==> config.mk <==
export PLATFORM = sky130hd
export DESIGN_NAME = ffcgc_top
export DESIGN_NICKNAME = d
export VERILOG_FILES = /design/src/rtl/ffcgc_top.v
export VERILOG_INCLUDE_DIRS = /design/src /design/src/rtl
export SDC_FILE = /design/constraint.sdc
export NUM_CORES = 1
export LEC_CHECK = 0
export ABC_CLOCK_PERIOD_IN_PS = 10200
export CORE_UTILIZATION = 50
export DETAILED_ROUTE_END_ITERATION = 8
export DONT_BUFFER_PORTS = 1
export GPL_TIMING_DRIVEN = 0
export PLACE_DENSITY_LB_ADDON = 0.2
export SYNTH_ARGS = -nofsm -noshare
export SYNTH_HDL_FRONTEND = slang
export SYNTH_SLANG_ARGS = --single-unit
==> constraint.sdc <==
create_clock -name mclk -period 10.2 [get_ports mclk]
set_input_delay 2.55 -clock mclk [delete_from_list [all_inputs] [get_ports mclk]]
set_output_delay 2.55 -clock mclk [all_outputs]
set_load 0.005 [all_outputs]
==> src/rtl/ffcgc_regs.vh <==
// Register map, field positions, reset values and timing counts
`ifndef FFCGC_REGS_VH
`define FFCGC_REGS_VH
`define FFCGC_ADR_CTRL 8'h00
`define FFCGC_ADR_TIME 8'h04
`define FFCGC_ADR_TEMP 8'h08
`define FFCGC_ADR_LEAD 8'h0C
`define FFCGC_ADR_STAT 8'h10
`define FFCGC_ADR_CMD 8'h14
`define FFCGC_ADR_SENSE 8'h18
// Control register fields
`define FFCGC_CTRL_FMODE_LO 0
`define FFCGC_CTRL_GMODE_LO 2
`define FFCGC_CTRL_LOG2_LO 4
`define FFCGC_CTRL_RAD 7
// FFC modes
`define FFCGC_FM_EXT 2'h0
`define FFCGC_FM_MAN 2'h1
`define FFCGC_FM_AUTO 2'h2
// Gain modes
`define FFCGC_GM_HIGH 2'h0
`define FFCGC_GM_LOW 2'h1
`define FFCGC_GM_AUTO 2'h2
// Reported FFC states
`define FFCGC_ST_NOTCMD 2'h0
`define FFCGC_ST_IMMIN 2'h1
`define FFCGC_ST_PROG 2'h2
`define FFCGC_ST_DONE 2'h3
// Reset values
`define FFCGC_LOG2_RST 3'h3
`define FFCGC_LEAD_RST 16'h0034
`define FFCGC_TIME_MIN 3
`define FFCGC_CLK_HZ 40000000
// Core cycles per millisecond tick, milliseconds per minute
`define FFCGC_TICK_CYC 40000
`define FFCGC_MS_PER_MIN 60000
`define FFCGC_TEMP_RST 16'h0096
`define FFCGC_OVH_FRAMES 8'h0F
// Lockout window, centi-degrees Celsius, signed
`define FFCGC_LOCK_LO (-16'sd1000)
`define FFCGC_LOCK_HI 16'sd8000
`endif

==> src/rtl/ffcgc_top.v <==
// Flat-field correction scheduler and gain state controller
//
// Behaviour
// - Three FFC modes, default set by shutter
// - External mode: commanded only, shutter untouched
// - Manual mode: commanded, shutter closed throughout
// - Auto: correct at start-up and timeout
// - Auto: correct on temperature drift beyond threshold
// - Host may change time and temperature triggers
// - Four reported states, starting not commanded
// - Imminent lead frames before automatic correction
// - In progress on command; radiometry invalid
// - Default correction lasts 23 frames, 8 integrated
// - Integrated frames power of two, 1..128
// - Completion moves to complete state automatically
// - Desired flag raised on auto triggers always
// - Auto mode: desired flag enters imminent immediately
// - Outside -10..80 C lock shutter and non-external corrections
// - Report lockout; resume when temperature valid
// - High, low, auto gain modes; high default
// - Auto gain switches on hot/cold pixel share
// - Auto gain accepted only with radiometry on
// - Auto gain with non-auto FFC: no correction
//
// Register map, byte addresses
//   0x00 control: FFC mode, gain mode, log2 frames, radiometry
//   0x04 elapsed-time limit, in millisecond ticks
//   0x08 drift threshold, centi-degrees
//   0x0C imminent lead, in frames
//   0x10 status, read only
//   0x14 command, bit 0 starts a correction
//   0x18 temperature at last correction, read only
//
// Bus timing
//   Request taken on the first edge with cyc and stb
//   Ack follows one cycle later, for one cycle
//   Read data stands in the ack cycle
//   Unmapped reads give zero; unmapped writes are dropped
//
// Limitations
//   Pixel statistics arrive as two ready-made flags
//   Lockout window is inclusive at both ends
//   A correction cut by lockout keeps counting frames
//   Commands during imminent or in progress are dropped
//   Clearing the enable stops timers and bus alike
//   Time limit counts ticks so minutes fit in 32 bits
//
// Hazards
//   Desired flag is recomputed every cycle, so a trigger
//   that lands with a completion is cleared by it
//   Shutter gating is applied before completion so the
//   shutter always opens when the state reaches complete
//
// Our own choices: the register addresses and the Wishbone interface to the registers.
`include "ffcgc_regs.vh"
`default_nettype none
module ffcgc_top #(
	parameter HAS_SHUTTER = 1,
	parameter TICK_CYC = `FFCGC_TICK_CYC,
	parameter TIME_CYC = `FFCGC_TIME_MIN * `FFCGC_MS_PER_MIN
) (
	input wire mclk,
	input wire reset,
	input wire ce,
	input wire wb_cyc_i,
	input wire wb_stb_i,
	input wire wb_we_i,
	input wire [7:0] wb_adr_i,
	input wire [3:0] wb_sel_i,
	input wire [31:0] wb_dat_i,
	output reg [31:0] wb_dat_o,
	output reg wb_ack_o,
	input wire frame_sync,
	input wire signed [15:0] cam_temp,
	input wire hot_exceed,
	input wire cold_exceed,
	output reg [1:0] ffc_state,
	output reg ffc_desired,
	output reg shutter_lockout,
	output reg shutter_close,
	output reg rad_invalid,
	output reg gain_low
);
	// Sequencer states, one-hot
	localparam S_IDLE = 4'h1;
	localparam S_IMM = 4'h2;
	localparam S_RUN = 4'h4;
	localparam S_DONE = 4'h8;
	localparam [1:0] FM_RST = HAS_SHUTTER ? `FFCGC_FM_AUTO : `FFCGC_FM_EXT;

	reg [1:0] fmode;
	reg [1:0] gmode;
	reg [2:0] log2_int;
	reg rad_en;
	reg [31:0] time_lim;
	reg [15:0] temp_thr;
	reg [15:0] lead;
	reg [3:0] state;
	reg [31:0] tcnt;
	reg [31:0] pcnt;
	reg [15:0] fcnt;
	reg signed [15:0] temp_last;
	reg startup;
	reg shut_run;
	wire [31:0] wmask;
	wire acc;
	wire cmd_wr;
	wire signed [16:0] tdiff;
	wire [15:0] tabs;
	wire time_hit;
	wire tick;
	wire temp_hit;
	wire lock_now;
	wire trig;
	wire [15:0] run_len;
	wire cmd_ok;

	// Byte-lane write mask, one lane per select bit
	genvar g;
	generate
		for (g = 0; g < 4; g = g + 1) begin : lane
			assign wmask[g*8+7:g*8] = {8{wb_sel_i[g]}};
		end
	endgenerate

	assign acc = wb_cyc_i & wb_stb_i & ~wb_ack_o;
	assign cmd_wr = acc & wb_we_i & (wb_adr_i == `FFCGC_ADR_CMD) &
		wb_sel_i[0] & wb_dat_i[0];
	assign tdiff = {cam_temp[15], cam_temp} - {temp_last[15], temp_last};
	assign tabs = tdiff[16] ? (16'h0000 - tdiff[15:0]) : tdiff[15:0];
	assign temp_hit = tabs > temp_thr;
	// Millisecond tick for the elapsed-time trigger
	assign tick = pcnt == TICK_CYC - 1;
	assign time_hit = tcnt >= time_lim;
	assign lock_now = (cam_temp < `FFCGC_LOCK_LO) ||
		(cam_temp > `FFCGC_LOCK_HI);
	assign trig = startup | time_hit | temp_hit;
	assign run_len = {8'h00, `FFCGC_OVH_FRAMES} + (16'h0001 << log2_int);
	// commands ignored under lockout except external
	assign cmd_ok = (fmode == `FFCGC_FM_EXT) | ~shutter_lockout;

	// Register writes
	always @(posedge mclk) begin
		if (reset) begin
			fmode <= FM_RST;
			gmode <= `FFCGC_GM_HIGH;
			log2_int <= `FFCGC_LOG2_RST;
			rad_en <= 1'b0;
			time_lim <= TIME_CYC;
			temp_thr <= `FFCGC_TEMP_RST;
			lead <= `FFCGC_LEAD_RST;
		end else if (ce && acc && wb_we_i) begin
			if (wb_adr_i == `FFCGC_ADR_CTRL) begin
				if (wb_sel_i[0])
					fmode <= wb_dat_i[1:0];
				if (wb_sel_i[0] && (wb_dat_i[3:2] != `FFCGC_GM_AUTO ||
						wb_dat_i[`FFCGC_CTRL_RAD]))
					gmode <= wb_dat_i[3:2];
				if (wb_sel_i[0])
					log2_int <= wb_dat_i[6:4];
				if (wb_sel_i[0])
					rad_en <= wb_dat_i[`FFCGC_CTRL_RAD];
			end else if (wb_adr_i == `FFCGC_ADR_TIME) begin
				time_lim <= (time_lim & ~wmask) | (wb_dat_i & wmask);
			end else if (wb_adr_i == `FFCGC_ADR_TEMP) begin
				temp_thr <= (temp_thr & ~wmask[15:0]) |
					(wb_dat_i[15:0] & wmask[15:0]);
			end else if (wb_adr_i == `FFCGC_ADR_LEAD) begin
				lead <= (lead & ~wmask[15:0]) |
					(wb_dat_i[15:0] & wmask[15:0]);
			end
		end
	end

	// Bus answer: one cycle ack, unmapped reads return zero
	always @(posedge mclk) begin
		if (reset) begin
			wb_ack_o <= 1'b0;
			wb_dat_o <= 32'h00000000;
		end else if (ce) begin
			wb_ack_o <= acc;
			if (wb_adr_i == `FFCGC_ADR_CTRL)
				wb_dat_o <= {24'h000000, rad_en, log2_int, gmode, fmode};
			else if (wb_adr_i == `FFCGC_ADR_TIME)
				wb_dat_o <= time_lim;
			else if (wb_adr_i == `FFCGC_ADR_TEMP)
				wb_dat_o <= {16'h0000, temp_thr};
			else if (wb_adr_i == `FFCGC_ADR_LEAD)
				wb_dat_o <= {16'h0000, lead};
			else if (wb_adr_i == `FFCGC_ADR_STAT)
				wb_dat_o <= {25'h0000000, gain_low, rad_invalid,
					shutter_close, shutter_lockout, ffc_desired, ffc_state};
			else if (wb_adr_i == `FFCGC_ADR_SENSE)
				wb_dat_o <= {16'h0000, temp_last};
			else
				wb_dat_o <= 32'h00000000;
		end
	end

	// Correction sequencer
	always @(posedge mclk) begin
		if (reset) begin
			state <= S_IDLE;
			ffc_state <= `FFCGC_ST_NOTCMD;
			ffc_desired <= 1'b0;
			pcnt <= 32'h00000000;
			shutter_lockout <= 1'b0;
			shutter_close <= 1'b0;
			rad_invalid <= 1'b0;
			tcnt <= 32'h00000000;
			fcnt <= 16'h0000;
			temp_last <= 16'sh0000;
			startup <= 1'b1;
			shut_run <= 1'b0;
		end else if (ce) begin
			shutter_lockout <= lock_now;
			if (tick)
				pcnt <= 32'h00000000;
			else
				pcnt <= pcnt + 32'h00000001;
			if (!time_hit && tick)
				tcnt <= tcnt + 32'h00000001;
			ffc_desired <= trig;
			case (state)
			S_IDLE, S_DONE: begin
				if (cmd_wr && cmd_ok) begin
					state <= S_RUN;
					ffc_state <= `FFCGC_ST_PROG;
					rad_invalid <= 1'b1;
					fcnt <= 16'h0000;
					shut_run <= fmode != `FFCGC_FM_EXT;
					shutter_close <= fmode != `FFCGC_FM_EXT;
				// no auto correction in other modes
				end else if (fmode == `FFCGC_FM_AUTO && trig &&
						!shutter_lockout) begin
					state <= S_IMM;
					ffc_state <= `FFCGC_ST_IMMIN;
					fcnt <= 16'h0000;
				end
			end
			S_IMM: begin
				if (shutter_lockout || fmode != `FFCGC_FM_AUTO) begin
					state <= S_IDLE;
					ffc_state <= `FFCGC_ST_NOTCMD;
				end else if (frame_sync) begin
					if (fcnt + 16'h0001 >= lead) begin
						state <= S_RUN;
						ffc_state <= `FFCGC_ST_PROG;
						rad_invalid <= 1'b1;
						shut_run <= 1'b1;
						shutter_close <= 1'b1;
						fcnt <= 16'h0000;
					end else
						fcnt <= fcnt + 16'h0001;
				end
			end
			S_RUN: begin
				if (lock_now)
					shutter_close <= 1'b0;
				else
					shutter_close <= shut_run;
				if (frame_sync) begin
					if (fcnt + 16'h0001 >= run_len) begin
						state <= S_DONE;
						ffc_state <= `FFCGC_ST_DONE;
						rad_invalid <= 1'b0;
						shutter_close <= 1'b0;
						shut_run <= 1'b0;
						startup <= 1'b0;
						tcnt <= 32'h00000000;
						temp_last <= cam_temp;
					end else
						fcnt <= fcnt + 16'h0001;
				end
			end
			default: begin
				state <= S_IDLE;
				ffc_state <= `FFCGC_ST_NOTCMD;
			end
			endcase
		end
	end

	// Gain state selection
	always @(posedge mclk) begin
		if (reset)
			gain_low <= 1'b0;
		else if (ce) begin
			if (gmode == `FFCGC_GM_LOW)
				gain_low <= 1'b1;
			else if (gmode == `FFCGC_GM_HIGH)
				gain_low <= 1'b0;
			else if (!gain_low && hot_exceed)
				gain_low <= 1'b1;
			else if (gain_low && cold_exceed)
				gain_low <= 1'b0;
		end
	end
endmodule
`default_nettype wire

==> results of run 1 <==
-- per-layer routing --
| layer | wire [µm] | vias up |
|---|---|---|
| li1 | - | 5515 |
| met1 | 15640 | 5382 |
| met2 | 17060 | 336 |
| met3 | 2499 | 58 |
| met4 | 864 | 0 |
| met5 | 0 | - |
-- synth_stat cells, drive strengths merged, types with 41 or more instances --
cell type	count
nand3	62
nand4	41
nand2	122
ha	93
a21oi	97
inv	99
xor2	44
o21ai	52
dfxtp	214
nor2	194
clkbuf	54
mux2i	55
-- placed cells by master (no fill, tap or decap), types with 30 or more instances in the layout --
cell type	Yosys	final
nor2_1	193	193
a21o_1	30	30
nand2_1	121	121
ha_1	93	93
a21oi_1	96	96
o21ai_0	52	52
xor2_1	44	44
inv_1	98	98
dfxtp_1	214	214
nand3_1	62	62
mux2i_1	55	55
clkbuf_1	54	63
nand4_1	38	38
-- stage by stage --
step	hold WS [ns]	total power [µW]
2_1_floorplan	0.4318	998.5
3_3_place_gp	0.4416	1041
3_5_place_dp	0.4529	1044
4_1_cts	0.4623	1921
5_1_grt	0.4985	1978
6_report	0.4621	1914
-- worst max path at each step --
stage | start | end | slack, ns | cells past startpoint
3_5_place_dp | cam_temp[0] | fcnt[10] | 1.38 | 25
5_1_grt | cam_temp[0] | fcnt[9] | 1.42 | 25
2_1_floorplan | cam_temp[0] | fcnt[9] | 2.55 | 24
6_report | cam_temp[0] | fcnt[9] | 1.81 | 25
3_3_place_gp | cam_temp[0] | fcnt[9] | 1.39 | 25
4_1_cts | cam_temp[0] | fcnt[10] | 1.86 | 25
-- critical path, delay by kind of cell --
family	cells	cell delay, ns
buffers and inverters	3	0.81
adder cells (fa/ha/maj)	3	0.95
XOR/XNOR	1	0.16
AND/OR/NAND/NOR	8	1.71
AO/OA/AOI/OAI	10	2.60
-- cells by family (layout without fill, tap and decap cells) --
| logic type | count (synthesis) | count (layout) | synth area share |
|---|---|---|---|
| and+or+nand+nor | 588 | 588 | 0.2375 |
| DFF | 214 | 214 | 0.3436 |
| buffers and inverters | 168 | 213 | 0.05178 |
| muxes | 58 | 58 | 0.04687 |
| other | 1 | 1 | 0.0003008 |
| xor gates and xnor gates | 73 | 73 | 0.05128 |
| AOI/OAI and AO/OA | 322 | 322 | 0.1737 |
| adders and majority gates | 94 | 94 | 0.09494 |
-- power by group --
part           internal, µW  switching, µW
clock network           530            355
logic                  63.7            108
registers               846           10.9
-- area by class of cell --
type / count / area share
sequential: 214 / 0.3132
inverter: 100 / 0.02744
tap: 324 / 0.02963
buffer: 68 / 0.01975
timing repair buffer: 1 / 0.0003658
clock buffer: 38 / 0.05222
multi-input combinational: 1136 / 0.5514
clock inverter: 6 / 0.006036
==> results.sh, run 1 <==
export IMPL_status="completed"
export IMPL_met2_usage=0.4901
export IMPL_crit_path_start_kind="input port"
export IMPL_num_fill_cells=2287
export IMPL_worstSetupPathType="in -> reg"
export IMPL_cp_arrival_ns=8.80
export IMPL_drv_slew=0
export IMPL_root_buffer="clkbuf_16"
export IMPL_syn_avg_cell_area_um2=8.213
export IMPL_synth_flop_cell="dfxtp_1"
export IMPL_post_dp_hpwl_um=27560
export IMPL_min_from="startup"
export IMPL_postCtsHoldBufs=0
export IMPL_yosys_register_bits=214
export IMPL_die_h_um=159.9
export IMPL_synth_edf_count=0
export IMPL_fin_tns_setup_ns=0
export IMPL_gp_congestion=0.9135
export IMPL_p_per_area_nw_per_um2=139.9
export IMPL_r2r_slack_ns=3.52
export IMPL_finalCoreUtilization=0.5609
export IMPL_fin_crit_ns=8.391
export IMPL_syn2layout_area_growth_pct=9.735
export IMPL_drive_gt1_frac=0.04862
export IMPL_clk_pin_slew_ns=0.06
export IMPL_cp_slowest_cell="a31oi_1"
export IMPL_leakage_uw=0.005346
export IMPL_top_usage_layer="met2"
export IMPL_drt_pass1_iter_count=5
export IMPL_yosysWarnings=0
export IMPL_finalSetupViolations=0
export IMPL_tightest_slew_ns=1.144
export IMPL_place_inst=1842
export IMPL_hold_class="reg -> reg"
export IMPL_cts_repair_resized=0
export IMPL_cts_tree="done"
export IMPL_grt_usage=0.2797
export IMPL_synth_top_area_frac=0.3436
export IMPL_gr_total_overflow=0
export IMPL_cts_buffers_inserted=25
export IMPL_synthDistinctLibCells=80
export IMPL_drc=0
export IMPL_async_flop_share=0
export IMPL_fin_skew_ns=0.01143
export IMPL_postCtsSetupBuffers=0
export IMPL_reg2reg_depth=24
export IMPL_vdd_ir_drop_max_mv=0.1088
export IMPL_holdPathStages=2
export IMPL_wl_per_cell_um=19.11
export IMPL_r2r_start="temp_last[0]"
export IMPL_die_w_um=159.9
export IMPL_placed_cell_area_um2=12880
export IMPL_die_area_um2=25570
export IMPL_slowest_delay_ns=0.54
export IMPL_maxCapViolations=0
export IMPL_grt_max_degree=13
export IMPL_rsz0062_at_grt="no"
export IMPL_final_hold_viol_count=0
export IMPL_grt_pass1_vias=10650
export IMPL_clock_latency_ns=0.52
export IMPL_synthTopCellsByArea="dfxtp_1, ha_1, nor2_1"
export IMPL_diodes=0
export IMPL_relSlewSlack=0.2318
export IMPL_wl_um=36070
export IMPL_endpoint_kind="flip-flop"
export IMPL_ios=109
export IMPL_hold_end="startup"
export IMPL_critPathRequiredTime_ns=10.61
export IMPL_start_util=0.5111
export IMPL_final_cells=1887
export IMPL_final_nets=1709
export IMPL_pre_cts_ws_ns=1.376
export IMPL_seqCellArea_um2=4284
export IMPL_yosysTopAreaCell="dfxtp_1"
export IMPL_grt_pass1_wl_um=57260
export IMPL_antenna_found_initial=1
export IMPL_h_tree_depth=1
export IMPL_viasPerCell=5.984
export IMPL_period_share=0.8227
export IMPL_cp_max_fo=10
export IMPL_port_buffers=0
export IMPL_ant_nets=0
export IMPL_core_rowCount=57
export IMPL_clock_path_buffers=3
export IMPL_grt_met1_usage=0.3559
export IMPL_syn_area_um2=12470
export IMPL_clock_sinks=214
export IMPL_fin_area_um2=13680
export IMPL_syn_num_nets=1681
export IMPL_core_um2=24390
export IMPL_multi_input_area_um2=7543
export IMPL_timing_fmax_ghz=0.1192
export IMPL_drt_initial_drc_count=1034
export IMPL_synth_cells=1518
export IMPL_vias=11290
export IMPL_gr_usage_met3=0.04468
export IMPL_ys_seq_area_frac=0.3436
export IMPL_setup_ws_ns=1.809
export IMPL_r2r_end="fcnt[9]"
No activity file was read; power rests on OpenSTA's default activity.
==> inputs of run 2 (changes only) <==
- ABC_CLOCK_PERIOD_IN_PS: 10200 -> 7360
- clock period: 10.2 -> 7.36 ns (I/O delays scaled with it)
==> run 2 against run 1 <==
Net effect:
- first-iteration DRC count increased by 7.3%
- core utilization increased by 0.25 points
- final cell count increased by 0.21%
- via count about the same
- clock skew decreased by 0.0018 ns
- register-to-register slack got worse by 2.3 ns
- final area increased by 0.44%
- critical path type unchanged
- critical endpoint is now state[0]
- largest cell class unchanged
- highest routed layer unchanged
==> results.sh, run 2 (synthesized netlist as in run 1, its figures left out) <==
export IMPL_grt_pass1_vias=10650
export IMPL_clock_path_buffers=3
export IMPL_relSlewSlack=0.2830
export IMPL_pre_cts_ws_ns=-0.7540
export IMPL_setup_ws_ns=0.2868
export IMPL_wl_per_cell_um=19.11
export IMPL_grt_max_degree=13
export IMPL_fin_crit_ns=7.073
export IMPL_clock_latency_ns=0.52
export IMPL_critPathRequiredTime_ns=7.76
export IMPL_drive_gt1_frac=0.05424
export IMPL_grt_usage=0.2797
export IMPL_final_nets=1713
export IMPL_port_buffers=0
export IMPL_viasPerCell=5.970
export IMPL_drt_initial_drc_count=1109
export IMPL_worstSetupPathType="in -> reg"
export IMPL_maxCapViolations=0
export IMPL_cp_max_fo=4
export IMPL_fin_area_um2=13740
export IMPL_ios=109
export IMPL_antenna_found_initial=1
export IMPL_fin_tns_setup_ns=0
export IMPL_place_inst=1842
export IMPL_rsz0062_at_grt="no"
export IMPL_timing_fmax_ghz=0.1414
export IMPL_num_fill_cells=2281
export IMPL_post_dp_hpwl_um=27560
export IMPL_drc=0
export IMPL_core_um2=24390
export IMPL_die_h_um=159.9
export IMPL_die_area_um2=25570
export IMPL_holdWs_ns=0.4750
export IMPL_drv_slew=0
export IMPL_final_cells=1891
export IMPL_diodes=0
export IMPL_r2r_slack_ns=1.22
export IMPL_placed_cell_area_um2=12880
export IMPL_ant_nets=0
export IMPL_vias=11290
export IMPL_startpoint="cam_temp[0]"
export IMPL_period_share=0.9610
export IMPL_holdPathStages=2
export IMPL_status="completed"
export IMPL_crit_path_start_kind="input port"
export IMPL_core_rowCount=57
export IMPL_reg2reg_depth=21
export IMPL_start_util=0.5111
export IMPL_clk_pin_slew_ns=0.06
export IMPL_gr_total_overflow=0
export IMPL_endpoint_kind="flip-flop"
export IMPL_vdd_ir_drop_max_mv=0.1502
export IMPL_root_buffer="clkbuf_16"
export IMPL_grt_pass1_wl_um=57260
export IMPL_cts_tree="done"
export IMPL_cts_buffers_inserted=25
export IMPL_final_common_cell="dfxtp_1"
export IMPL_finalSetupViolations=0
export IMPL_final_hold_viol_count=0
export IMPL_hold_class="reg -> reg"
export IMPL_drt_pass1_iter_count=8
export IMPL_die_w_um=159.9
export IMPL_wl_um=36140
export IMPL_fin_skew_ns=0.009585
export IMPL_tightest_slew_ns=1.067
export IMPL_postCtsHoldBufs=0
export IMPL_r2r_end="state[0]"
export IMPL_r2r_start="temp_last[5]"
export IMPL_syn2layout_area_growth_pct=10.22
export IMPL_h_tree_depth=1
export IMPL_cp_arrival_ns=7.48
export IMPL_leakage_uw=0.005371
export IMPL_final_cell_mix="dfxtp_1, nor2_1, nand2_1, inv_1, a21oi_1"
export IMPL_p_per_area_nw_per_um2=193.3
export IMPL_gp_congestion=0.9135
export IMPL_clock_sinks=214
run 2: worst max-delay path by stage:
stage | to | slack (ns)
after floorplan | fcnt[9] | 0.42
after global placement | fcnt[9] | -0.74
after detailed placement | fcnt[10] | -0.75
after CTS | fcnt[10] | 0.02
after global routing | fcnt[9] | 0.01
final | state[0] | 0.29
run 2: what timing repair did:
action | 4_1_cts | 5_1_grt
endpoints found under the setup margin | 10 | 17
buffers inserted | 0 | 4
gates resized for setup | 2 | 6
pin swaps | 0 | 2
run 2: report_power, final:
part	internal (µW)	switching, µW	leakage, µW	total, µW
registers	1170	14.8	0.00173	1190
clock network	735	491	0.000388	1230
logic	92.0	152	0.00326	244
run 2: area by class of cell:
| type | instances | area, µm² | area share |
|---|---|---|---|
| inverter | 100 | 375.4 | 0.02732 |
| clock buffer | 38 | 714.4 | 0.05199 |
| multi-input combinational | 1136 | 7570 | 0.5509 |
| clock inverter | 6 | 82.58 | 0.006010 |
| buffer | 68 | 274.0 | 0.01994 |
| sequential | 214 | 4284 | 0.3118 |
| tap | 324 | 405.4 | 0.02950 |
| timing repair buffer | 5 | 35.03 | 0.002550 |
run 2: critical path: stages:
cell and delay (ns):
inv_1 0.04, ha_1 0.22, fa_1 0.43, nor2b_2 0.21, o211ai_1 0.14, a21oi_2 0.25, a31oi_1 0.13, xnor2_1 0.17
a2111o_1 0.40, nand4bb_1 0.30, nor2_1 0.16, mux2_2 0.34, a211o_1 0.31, ha_1 0.30, nand4_1 0.14, or2_2 0.36
a211oi_1 0.55, or3_1 0.19, o21a_1 0.25, o211ai_1 0.20, or4_1 0.43, o31a_1 0.11
run 2: metal layers:
| layer | GRT usage | vias up | routed length, µm |
|---|---|---|---|
| met5 | 0 | - | 0 |
| met2 | 0.4901 | 347 | 17140 |
| met4 | 0.07229 | 0 | 853 |
| met1 | 0.3559 | 5364 | 15530 |
| met3 | 0.04468 | 59 | 2618 |
| li1 | - | 5520 | - |
run 2: metrics by stage:
step,total power (µW),utilization
3_3_place_gp,1442,0.5278
2_1_floorplan,1384,-
5_1_grt,2747,0.5634
3_5_place_dp,1447,0.5280
4_1_cts,2662,0.5610
6_report,2656,0.5634
